[config.mk]
export PLATFORM = sky130hd
export DESIGN_NAME = azd_zero_flags
export DESIGN_NICKNAME = d
export VERILOG_FILES = /design/src/azd_pkg.sv /design/src/azd_chan_det.sv /design/src/azd_zero_flags.sv
export SDC_FILE = /design/constraint.sdc
export NUM_CORES = 1
export LEC_CHECK = 0
export BUFFER_PORTS_ARGS = -buffer_cell sky130_fd_sc_hd__buf_2
export CAP_MARGIN = 20
export CELL_PAD_IN_SITES_DETAIL_PLACEMENT = 1
export CELL_PAD_IN_SITES_GLOBAL_PLACEMENT = 2
export CORE_ASPECT_RATIO = 0.8
export CORE_MARGIN = 4
export CORE_UTILIZATION = 34
export CTS_CLUSTER_DIAMETER = 30
export DETAILED_ROUTE_END_ITERATION = 8
export PLACE_DENSITY_LB_ADDON = 0.1
export SYNTH_ARGS = -nofsm -noshare
export SYNTH_HDL_FRONTEND = slang
export SYNTH_SLANG_ARGS = --single-unit
export TNS_END_PERCENT = 100
[constraint.sdc]
create_clock -name ref_clk_i -period 1.4 [get_ports ref_clk_i]
set_input_delay 0.14 -clock ref_clk_i [delete_from_list [all_inputs] [get_ports ref_clk_i]]
set_output_delay 0.14 -clock ref_clk_i [all_outputs]
set_load 0.01 [all_outputs]
[src/azd_pkg.sv]
// Purpose: shared constants and types for the audio zero-detect flag block
// Assumes: one 125 MHz clock; word clock arrives as a pin
// Notes: control bits come in as plain inputs, no register bus
package azd_pkg;
  localparam int SAMPLE_W = 24;
  localparam int ZERO_RUN_LEN = 1024;
  localparam int RUN_CNT_W = 11;
  localparam logic POLARITY_INVERT_RST = 1'b0;
  localparam logic COMBINE_SELECT_RST = 1'b0;
  localparam logic ZERO_MUTE_EN_RST = 1'b0;

  typedef struct packed {
    logic [SAMPLE_W-1:0] left;
    logic [SAMPLE_W-1:0] right;
  } azd_sample_pair_t;

  typedef struct packed {
    logic flag_polarity_invert;
    logic flag_combine_select;
    logic zero_mute_enable;
  } azd_ctrl_t;
endpackage

[src/azd_chan_det.sv]
// Purpose: zero-run counter for one audio channel
// Assumes: sample_tick_i is a one-cycle pulse, once per word period
// Notes: one instance per channel, nothing is shared between them
`timescale 1ns/1ns
module azd_chan_det #(
  parameter int SAMPLE_W = azd_pkg::SAMPLE_W,
  parameter int RUN_LEN = azd_pkg::ZERO_RUN_LEN
) (
  input wire logic ref_clk_i,
  input wire logic nrst_i,
  input wire logic sample_tick_i,
  input wire logic [SAMPLE_W-1:0] sample_i,
  output logic zero_det_o
);
  localparam int CW = $clog2(RUN_LEN + 1);
  localparam logic [CW-1:0] RUN_MAX = CW'(RUN_LEN);

  initial begin
    if (RUN_LEN < 1) $error("RUN_LEN must be at least 1");
  end

  logic [CW-1:0] run_r;

  // count saturates so the condition holds for as long as zeros persist
  always_ff @(posedge ref_clk_i or negedge nrst_i) begin
    if (!nrst_i) begin
      run_r <= '0;
    end else if (sample_tick_i) begin
      if (sample_i != '0) begin
        run_r <= '0; // [RULE8]
      end else if (run_r != RUN_MAX) begin
        run_r <= run_r + CW'(1); // [RULE2]
      end
    end
  end

  always_ff @(posedge ref_clk_i or negedge nrst_i) begin
    if (!nrst_i) begin
      zero_det_o <= 1'b0;
    end else begin
      zero_det_o <= (run_r == RUN_MAX); // [RULE2]
    end
  end
endmodule // azd_chan_det

[src/azd_zero_flags.sv]
// Purpose: per-channel zero detection and zero-flag pin drive
// Assumes: samples valid while sample_valid_i pulses; word clock is a pin
// Notes: one word period is one full cycle of the word-select clock
`timescale 1ns/1ns
// What this block does
// RULE1: left and right channels each run their own zero-detect counter.
// RULE2: a channel is zero-detected after 1024 consecutive zero samples.
// RULE3: a zero-detected channel drives its flag to logic 1 by default.
// RULE4: the polarity-invert bit flips flag levels and resets to 0.
// RULE5: the combine-select bit makes one shared flag and resets to 0.
// RULE6: zero-data muting is disabled from reset so zeros still pass.
// RULE7: in combined mode the shared flag uses the right flag pin only.
// RULE8: any nonzero sample restarts the count and clears the condition.
module azd_zero_flags #(
  parameter int SAMPLE_W = azd_pkg::SAMPLE_W,
  parameter int RUN_LEN = azd_pkg::ZERO_RUN_LEN
) (
  input wire logic ref_clk_i,
  input wire logic nrst_i,
  input wire logic word_select_clock_i,
  input wire logic sample_valid_i,
  input wire azd_pkg::azd_sample_pair_t samples_i,
  input wire azd_pkg::azd_ctrl_t ctrl_i,
  output logic left_zero_flag_out_o,
  output logic right_zero_flag_out_o,
  output logic zero_mute_active_o
);
  // ************************************************************
  // word clock sync and period tick
  // ************************************************************
  logic [2:0] wsc_sync_r;
  logic wsc_state_r;
  logic word_tick_r;
  azd_pkg::azd_sample_pair_t held_r;

  initial begin
    if (SAMPLE_W < 1) $error("SAMPLE_W must be at least 1");
  end

  always_ff @(posedge ref_clk_i or negedge nrst_i) begin
    if (!nrst_i) begin
      wsc_sync_r <= 3'h0;
    end else begin
      wsc_sync_r <= {wsc_sync_r[1:0], word_select_clock_i};
    end
  end

  // a level change counts once stages two and three agree
  always_ff @(posedge ref_clk_i or negedge nrst_i) begin
    if (!nrst_i) begin
      wsc_state_r <= 1'b0;
      word_tick_r <= 1'b0;
    end else begin
      word_tick_r <= 1'b0;
      if (wsc_sync_r[1] == wsc_sync_r[2] && wsc_sync_r[2] != wsc_state_r) begin
        wsc_state_r <= wsc_sync_r[2];
        word_tick_r <= wsc_sync_r[2];
      end
    end
  end

  // latest sample of each channel, captured on every cycle that sample_valid_i is high
  always_ff @(posedge ref_clk_i or negedge nrst_i) begin
    if (!nrst_i) begin
      held_r <= '0;
    end else if (sample_valid_i) begin
      held_r <= samples_i;
    end
  end

  // ************************************************************
  // per-channel detectors
  // ************************************************************
  logic [1:0] det;
  genvar g;
  generate
    for (g = 0; g < 2; g++) begin : g_chan
      azd_chan_det #(
        .SAMPLE_W(SAMPLE_W),
        .RUN_LEN(RUN_LEN)
      ) u_det (
        .ref_clk_i(ref_clk_i),
        .nrst_i(nrst_i),
        .sample_tick_i(word_tick_r),
        .sample_i(g == 0 ? held_r.left : held_r.right),
        .zero_det_o(det[g])
      ); // [RULE1]
    end
  endgenerate

  // ************************************************************
  // flag pins
  // ************************************************************
  // shared flag means both channels zero; unassigned pin sits inactive
  always_ff @(posedge ref_clk_i or negedge nrst_i) begin
    if (!nrst_i) begin
      left_zero_flag_out_o <= azd_pkg::POLARITY_INVERT_RST;
      right_zero_flag_out_o <= azd_pkg::POLARITY_INVERT_RST;
    end else if (ctrl_i.flag_combine_select) begin
      left_zero_flag_out_o <= ctrl_i.flag_polarity_invert; // [RULE7]
      right_zero_flag_out_o <= (det[0] & det[1])
        ^ ctrl_i.flag_polarity_invert; // [RULE5] [RULE4]
    end else begin
      left_zero_flag_out_o <= det[0]
        ^ ctrl_i.flag_polarity_invert; // [RULE3] [RULE4]
      right_zero_flag_out_o <= det[1]
        ^ ctrl_i.flag_polarity_invert; // [RULE3] [RULE4]
    end
  end

  // muting only if enabled; reset default leaves data path untouched
  always_ff @(posedge ref_clk_i or negedge nrst_i) begin
    if (!nrst_i) begin
      zero_mute_active_o <= azd_pkg::ZERO_MUTE_EN_RST; // [RULE6]
    end else begin
      zero_mute_active_o <= ctrl_i.zero_mute_enable & det[0] & det[1];
    end
  end
endmodule // azd_zero_flags

==> flow_summary.ini, run 1 <==
[flow_run]
cap_violations = 0

[clock_tree]
cts_root_buf = clkbuf_16
clk_pin_slew_ps = 60
clockBufferDepth = 2
cts_tree = done
htree_levels = 3
clock_latency_ps = 340
cts_made_buffers = 9
clock-sinks = 80

[logic_synthesis]
ys_async_sr_fraction = 1.00
synth_top_area_frac = 0.556
synthFlopType = dfrtp_1
mappedNetlistArea_mm2 = 0.00360
synth_edf_count = 0
yosysUniqueCellTypes = 40
synth.net_count = 350
avgSynthCellArea_um2 = 12.4
synth_area_leaders = dfrtp_1 56%, mux2_2 15%, nor4_1 2.6%, a31oi_1 2.3%, inv_1 2.2%
synth_area_leader_cell = dfrtp_1
ys_ff_latch = 80
synth_common_cells = 80 x dfrtp_1, 48 x mux2_2, 21 x inv_1, 15 x nor4_1, 13 x a31oi_1
syn-instance-count = 291
yosysWarnings = 0
seq_area_frac_synth = 0.556
yosysMostFrequentCell = dfrtp_1

[placed_design]
dp_hpwl_um = 6500
portBuffers = 57
gp_congestion = 0.764

[die]
initial_core_util = 0.350
die_area_mm2 = 0.0123
rows = 33
core_mm2 = 0.0103
die_height_um = 100
die_w_um = 123
ios = 58

[power]
power.density_mw_per_mm2 = 1140
power_w = 0.00572
ir_worst_vdd_v = 0.000636
leakagePower_nw = 2.19

[grt]
grt_pass1_vias = 2980
grtUsageTotal = 0.160
grt_pass1_wl_um = 15100
grt_overflow_total = 0
grt_max_degree = 49
antenna_found_initial = 0

[route]
routed_via_density = 4.98
drtAntennaViolNets = 0
drcViolationCount = 0
drtIter0Drc = 139
dr.pass1.iters = 4
drt_wl_total_um = 9110
wl_per_cell_um = 16.7
num_vias = 2725

[final_layout]
n_antenna_cell = 0
drive_gt1_frac = 0.506
multi_input_area_mm2 = 0.00160
regArea_mm2 = 0.00200
num-fill-cells = 1102
syn_to_final_growth_pct = 39.1
fin_nets = 461
fin_util = 0.488

[critical_path]
critPathArrivalTime_ps = 1940
crit_chain = or4_4 > nor2_4 > buf_6 > buf_6 > nand4_1 > mux2i_1
cpMostUsedCell = buf_6
critPathLaunchType = flip-flop
criticalPathCategory = flip-flop to flip-flop
required_ps = 1660
critical-path-slowest-cell = or4_4
max_stage_delay_ps = 540
worst_setup_path_end_kind = flip-flop
critPathMaxFanout = 5

[worst_hold_path]
hp-class = input port to flip-flop

[sta]
min_period_ps = 1670
skew_ps = 4.74
period_share = 1.20
fin_ws_ps = -275
setup-violations-final = 22
relSlewSlack = 0.688
final_hold_viol_count = 0
slew_violations = 0
tightest_slew_ps = 468
rsz0062_at_grt = yes
max_freq_mhz = 597

[run_status]
violations = negative setup slack
status = finished with violations
## metal layers
metal	share of wire	global-route usage	routed length [µm]	vias to the layer above
met3	0.037	0.0417	335	11
li1	-	-	-	1306
met1	0.48	0.217	4410	1369
met2	0.47	0.251	4240	39
met5	0	0	0	-
met4	0.014	0.0553	124	0
## path summary, 6_finish.rpt
check | from | end | slack (ps) | cells past startpoint
worst max register to register | held_r[35] | g_chan[0].u_det.run_r[4] | -270 | 6
worst max-delay path | held_r[35] | g_chan[0].u_det.run_r[4] | -270 | 6
min in group asynchronous | nrst_i | held_r[43] | 330 | 2
worst min register to register | wsc_sync_r[0] | wsc_sync_r[1] | 360 | 0
max in group asynchronous | nrst_i | held_r[1] | 580 | 3
worst min-delay path | samples_i[28] | held_r[28] | 30 | 2
## worst max-delay path, delay by kind of cell (launching register included)
family | cells | cell delay [ps]
flops | 1 | 380
mux | 1 | 130
simple gates | 3 | 830
buf+inv | 2 | 260
## per-stage QoR
stage | hold slack (ps) | instance area [µm²] | setup slack [ps] | instances | TNS (ps)
5_1_grt | 17.0 | 5010 | -340 | 547 | -6450
3_5_place_dp | 129 | 4390 | -331 | 521 | -5100
4_1_cts | 17.7 | 4860 | -271 | 544 | -4770
2_1_floorplan | -156 | 3610 | -70.1 | 291 | -865
3_3_place_gp | 129 | 4390 | -252 | 521 | -4130
6_report | 31.9 | 5010 | -275 | 547 | -4920
## placed cells by master, fill, tap and decap left out, types with 3 or more instances in the layout
master,instances
nand4_1,9
nand3_1,10
buf_2,56
buf_12,4
a31oi_1,8
or4_4,4
nor4_2,3
o22ai_2,6
mux2i_1,6
inv_1,21
dfrtp_1,80
nor4_1,12
o22ai_1,6
ha_1,4
clkbuf_16,9
nand2_1,5
buf_4,44
a31oi_4,4
and3_1,3
mux2_2,48
and4_1,5
nand2b_1,5
nor2_1,4
buf_6,8
bufinv_16,3
## kinds of logic (layout without fill, tap and decap cells)
| kind of cell | count (synthesis) | after routing | synth area share |
|---|---|---|---|
| AO/OA/AOI/OAI | 39 | 39 | 0.0747 |
| XOR/XNOR | 2 | 2 | 0.00486 |
| adder cells (fa/ha/maj) | 5 | 5 | 0.0167 |
| buffers and inverters | 36 | 152 | 0.0462 |
| flip-flops | 80 | 80 | 0.556 |
| multiplexers | 54 | 54 | 0.167 |
| AND/OR/NAND/NOR | 75 | 75 | 0.135 |
## area by class of cell
class	count	share of cell area
timing repair buffer	115	0.163
tap	140	0.0349
inverter	21	0.0157
clock buffer	10	0.0457
multi-input combinational	175	0.319
sequential	80	0.399
clock inverter	6	0.0230
## state kept, by name (all words and copies together) (netlist names)
| name | cells |
|---|---|
| held_r | 48 |
| g_chan.u_det.run_r | 22 |
| wsc_sync_r | 3 |
| g_chan.u_det.zero_det_o | 2 |
| left_zero_flag_out_o | 1 |
| right_zero_flag_out_o | 1 |
| word_tick_r | 1 |
| wsc_state_r | 1 |
| zero_mute_active_o | 1 |
## report_power, final
group	internal (W)	total, W	switching (W)
Sequential	0.00246	0.00254	0.0000805
Clock	0.00176	0.00273	0.000971
Combinational	0.000263	0.000452	0.000189
## repair_timing
action	in CTS	in global routing
pin swaps	14	17
buffers inserted	5	3
resized for setup	14	22
hold endpoints to repair	29	0
setup endpoints to repair	22	22
hold buffers	2	0
(Power assumes the default switching activity.)
==> run 2, diff against run 1 <==
- CORE_UTILIZATION: 34 -> 35
- SYNTH_HIERARCHICAL: unset -> 1
==> run 2 against run 1 <==
  * The flow still finishes with violations (negative setup slack)
  * Global-route usage up 0.49 points
  * Fmax fell by 0.49%
  * Clock skew increased by 2.9 ps
  * Clock-buffer cell count is 1 lower
  * Worst hold slack got worse by 13 ps
  * Clock power decreased by 14%
==> flow_summary.ini, run 2 <==
[run_status]
status = finished with violations
violations = negative setup slack

[sta]
rsz0062_at_grt = yes
period_share = 1.20
setup_tns_ps = -5090
fin_ws_ps = -283
relSlewSlack = 0.752
worst_hold_slack_ps = 18.8
max_freq_mhz = 594
final_hold_viol_count = 0
setup-violations-final = 22
slew_violations = 0
tightest_slew_ps = 373
min_period_ps = 1680
skew_ps = 7.63

[critical_path]
max_stage_delay_ps = 420
required_ps = 1670
criticalPathCategory = flip-flop to flip-flop
endpoint = g_chan[1].u_det/run_r[5]
critPathMaxFanout = 5
startpoint = held_r[2]
r2r_setup_slack_ps = -280
worst_setup_path_end_kind = flip-flop
r2r_start = held_r[2]
crit_chain = nor4_4 > buf_4 > nand4_4 > nor3_4 > a22o_1
reg2reg_depth = 5
critPathLaunchType = flip-flop
r2r-end = g_chan[1].u_det/run_r[5]
critical-path-slowest-cell = dfrtp_1
critPathArrivalTime_ps = 1950

[power]
ir_worst_vdd_v = 0.000659
intPower_w = 0.00416
leakagePower_nw = 2.34
p_switching_w = 0.00131
power.density_mw_per_mm2 = 1070
combPwrFrac = 0.094
p_sw_frac = 0.239
clkPwrFrac = 0.431
power_w = 0.00547
power_frac_seq = 0.475

[logic_synthesis]
avgSynthCellArea_um2 = 13.3
synth.net_count = 337
ys_ff_latch = 80
synth_common_cells = 80 x dfrtp_1, 29 x mux2_2, 20 x mux2_4, 15 x inv_1, 13 x nor4_1
mappedNetlistArea_mm2 = 0.00369
seq_area_frac_synth = 0.543
yosysUniqueCellTypes = 41
synth_top_area_frac = 0.543
yosysMostFrequentCell = dfrtp_1
synth_area_leaders = dfrtp_1 54%, mux2_2 8.9%, mux2_4 8.1%, nor4_4 2.9%, nor4_1 2.2%
synth_area_leader_cell = dfrtp_1
ys_async_sr_fraction = 1.00
synthFlopType = dfrtp_1
syn-instance-count = 278
yosysWarnings = 6
synth_edf_count = 0

[clock_tree]
cts_made_buffers = 9
cts_tree = done
htree_levels = 3
clock_latency_ps = 340
clockBufferDepth = 2
clk_pin_slew_ps = 60
clock-sinks = 80
cts_root_buf = clkbuf_16

[final_layout]
reg_top3 = held_r: 48 flops, g_chan.u_det/run_r: 22 flops, wsc_sync_r: 3 flops
design_area_mm2 = 0.00509
fin_nets = 458
final_common_cell = dfrtp_1
syn_to_final_growth_pct = 38.0
stdcell_count = 543
largest_register_ffs = 48
num-fill-cells = 1085
largest_register = held_r
final_cell_mix = 80 x dfrtp_1, 56 x buf_2, 51 x buf_4
n_antenna_cell = 0
drive_gt1_frac = 0.546

[die]
die_height_um = 99.8
die_w_um = 123
rows = 33
initial_core_util = 0.359
ios = 58
die_area_mm2 = 0.0123
core_mm2 = 0.0103

[route]
drt_wl_total_um = 9290
routed_via_density = 4.89
wl_per_cell_um = 17.1
drcViolationCount = 0
drtAntennaViolNets = 0
dr.pass1.iters = 4
num_vias = 2657
drtIter0Drc = 104

[placed_design]
post-place-cells = 515
dpl_cell_area_mm2 = 0.00452
gp_congestion = 0.761
portBuffers = 57
dp_hpwl_um = 6280

[grt]
grtUsageTotal = 0.165
antenna_found_initial = 1
grt_pass1_wl_um = 15600
grt_max_degree = 49
grt_pass1_vias = 2972
grt_overflow_total = 0

[worst_hold_path]
hp-class = input port to flip-flop

[flow_run]
cap_violations = 0
[run 2: changes by cell type after synthesis, moves of 7 or more]
| cell | delta |
|---|---|
| mux2_2 | -19 |
| and4_1 | -7 |
| a31oi_1 | -13 |
| o22ai_1 | -7 |
| mux2_4 | +20 |
| a22o_1 | +7 |
| and3_1 | +8 |
[run 2: worst min path at each step]
| stage | start | end | slack (ps) | cells past startpoint |
|---|---|---|---|---|
| after floorplan | nrst_i | g_chan[0].u_det/run_r[0] | -160 | 0 |
| after global placement | nrst_i | g_chan[0].u_det/run_r[9] | 80 | 1 |
| after detailed placement | nrst_i | g_chan[0].u_det/run_r[9] | 90 | 1 |
| after CTS | ctrl_i[2] | left_zero_flag_out_o | 8 | 2 |
| after global routing | ctrl_i[2] | right_zero_flag_out_o | 5 | 2 |
| final | ctrl_i[2] | right_zero_flag_out_o | 20 | 2 |
[run 2: kinds of logic after synthesis]
group / share of synthesized area
compound gates: 0.0783
xor+xnor: 0.00475
mux: 0.184
flops: 0.543
simple gates: 0.141
buf+inv: 0.0332
fa+ha+maj: 0.0163
[run 2: area by class of cell]
class                      count  area, µm²  share of cell area
tap                          140        175              0.0344
timing repair buffer         117        817               0.160
multi-input combinational    175       1750               0.343
clock buffer                   9        225              0.0442
inverter                      16       60.1              0.0118
clock inverter                 6       67.6              0.0133
sequential                    80       2000               0.393
[run 2: what timing repair did]
action                                 in CTS  in global routing
endpoints found under the hold margin      24                  0
gates resized for setup                    20                 14
pin swaps                                  20                 14
hold buffers                                2                  0
buffers inserted                            7                  3
gates cloned                                1                  0
setup endpoints to repair                  22                 22
[run 2: worst max-delay path, delay by kind of cell, from the launching register on]
| family | cells | cell delay (ps) |
|---|---|---|
| AND/OR/NAND/NOR | 3 | 800 |
| flip-flops | 1 | 420 |
| buffers and inverters | 1 | 190 |
| AO/OA/AOI/OAI | 1 | 200 |
[run 2: power groups by stage]
stage	logic (W)	clock network, W	registers, W
2_1_floorplan	0.000269	0	0.00259
3_3_place_gp	0.000472	0	0.00261
3_5_place_dp	0.000487	0	0.00262
4_1_cts	0.000517	0.00242	0.00259
5_1_grt	0.000566	0.00254	0.00262
6_report	0.000513	0.00236	0.00260
[run 2: layer usage]
metal | GRT usage | part of all wire
met5 | 0 | 0.0014
met4 | 0.0465 | 0.012
met3 | 0.0496 | 0.046
met2 | 0.252 | 0.45
met1 | 0.229 | 0.49
[run 2: per-stage QoR]
step,worst slack [ps],utilization
after detailed placement,-443,0.440
after global routing,-407,0.495
after global placement,-410,0.440
after CTS,-279,0.486
final,-283,0.495
after floorplan,-88.9,-
==> run 3, diff against run 2 <==
- CORE_UTILIZATION: 35 -> 40
- SYNTH_HIERARCHICAL: 1 -> unset
- clock period: 1.4 -> 2.1 ns (I/O delays scaled with it)
==> run 3 against run 2 <==
  * Largest power group unchanged
  * Global-route usage up 0.18 points
  * Fmax down 11%
  * Combinational power down 49%
  * Non-clock buffer count down 51
  * First-iteration DRC count down 7.7%
  * Cell area down 15%
  * Clock skew down 0.99 ps
  * Final cell count down 13%
  * Flip-flop and latch count unchanged
  * Highest routed layer is now met4
  * The flow now finishes without violations
==> flow_summary.ini, run 3 (same netlist as run 1, synthesis figures left out) <==
[run_status]
status = finished, final reports clean

[power]
power.density_mw_per_mm2 = 812
ir_worst_vdd_v = 0.000461
power_w = 0.00352
leakagePower_nw = 1.86

[final_layout]
fin_util = 0.503
reg_top3 = held_r: 48 flops, g_chan.u_det.run_r: 22 flops, wsc_sync_r: 3 flops
largest_register_ffs = 48
n_antenna_cell = 0
syn_to_final_growth_pct = 20.5
final_common_cell = dfrtp_1
drive_gt1_frac = 0.377
largest_register = held_r
final_cell_mix = 80 x dfrtp_1, 56 x buf_2, 48 x mux2_2
design_area_mm2 = 0.00434
fin_nets = 412

[critical_path]
reg2reg_depth = 4
r2r_start = held_r[36]
required_ps = 2330
critPathLaunchType = flip-flop
critPathArrivalTime_ps = 2120
worst_setup_path_end_kind = flip-flop
criticalPathCategory = flip-flop to flip-flop
r2r-end = g_chan[0].u_det.run_r[5]
critPathMaxFanout = 13
r2r_setup_slack_ps = 210

[grt]
antenna_found_initial = 0
grt_overflow_total = 0
grt_max_degree = 58
grt_pass1_wl_um = 13800
grt_pass1_vias = 2701
grtUsageTotal = 0.167

[worst_hold_path]
worstHoldPathCells = 2
hp-class = input port to flip-flop
hp-start = ctrl_i[2]
min_delay_worst_endpoint = left_zero_flag_out_o

[sta]
tightest_slew_ps = 471
slew_violations = 0
relSlewSlack = 0.683
setup_tns_ps = 0
setup-violations-final = 0
final_hold_viol_count = 0
rsz0062_at_grt = no
min_period_ps = 1890
period_share = 0.901
skew_ps = 6.64
max_freq_mhz = 529

[clock_tree]
cts_root_buf = clkbuf_16
cts_made_buffers = 9
htree_levels = 3
cts_tree = done
postCtsResizedCells = 0
clock-sinks = 80
clockBufferDepth = 2
clock_latency_ps = 330
clk_pin_slew_ps = 60

[route]
drtAntennaViolNets = 0
wl_per_cell_um = 17.2
drtIter0Drc = 96
routed_via_density = 5.39
drcViolationCount = 0
dr.pass1.iters = 4
num_vias = 2531
drt_wl_total_um = 8110

[placed_design]
dpl_cell_area_mm2 = 0.00402
portBuffers = 57
dp_hpwl_um = 5740
gp_congestion = 0.751

[die]
initial_core_util = 0.417
die_w_um = 114
rows = 30
die_area_mm2 = 0.0106
core_mm2 = 0.00863
die_height_um = 92.9
ios = 58

[flow_run]
cap_violations = 0
-- run 3: through the flow --
stage	instances	worst slack [ps]	hold slack (ps)
2_1_floorplan	291	630	-85.6
3_3_place_gp	452	372	137
3_5_place_dp	452	181	143
4_1_cts	470	165	77.8
5_1_grt	470	66.0	78.5
6_report	470	208	90.7
-- run 3: repair_timing --
item	in CTS	in global routing
endpoints found under the hold margin	24	0
buffers inserted	0	0
endpoints found under the setup margin	0	0
hold buffers	2	0
-- run 3: metal layers --
layer	GRT usage	part of all wire	vias to the layer above	routed length, µm
met5	0	0	-	0
li1	-	-	1208	-
met2	0.253	0.46	52	3770
met1	0.228	0.47	1260	3830
met4	0.0514	0.014	0	117
met3	0.0529	0.048	11	389
-- run 3: area by class of cell --
cell class	count	area, µm²
repair buffers	66	385
inverters	21	78.8
multi-input cells	175	1440
clock inverters	5	56.3
fillers	933	4290
flip-flops and latches	80	2000
well taps	112	140
clock buffers	11	243
-- run 3: worst max-delay path by stage --
stage / start / endpoint / slack, ps / depth (start not counted)
floorplan: held_r[28] / g_chan[0].u_det.run_r[5] / 630 / 4
global placement: held_r[25] / g_chan[0].u_det.run_r[5] / 370 / 4
detailed placement: held_r[36] / g_chan[0].u_det.run_r[5] / 180 / 4
CTS: held_r[36] / g_chan[0].u_det.run_r[5] / 160 / 4
global route: held_r[36] / g_chan[0].u_det.run_r[5] / 70 / 4
finish: held_r[36] / g_chan[0].u_det.run_r[5] / 210 / 4
-- run 3: worst max-delay path, stage by stage (launching register included) --
cell and delay, ps:
dfrtp_1 380, nor4_1 390, and4_1 560, nand4b_2 220, o41ai_2 240
-- run 3: power by group --
group,internal (W),switching [W],total [W]
Clock,0.000951,0.000613,0.00156
Sequential,0.00164,0.0000551,0.00170
Combinational,0.000147,0.000114,0.000262
Total,0.00274,0.000782,0.00352
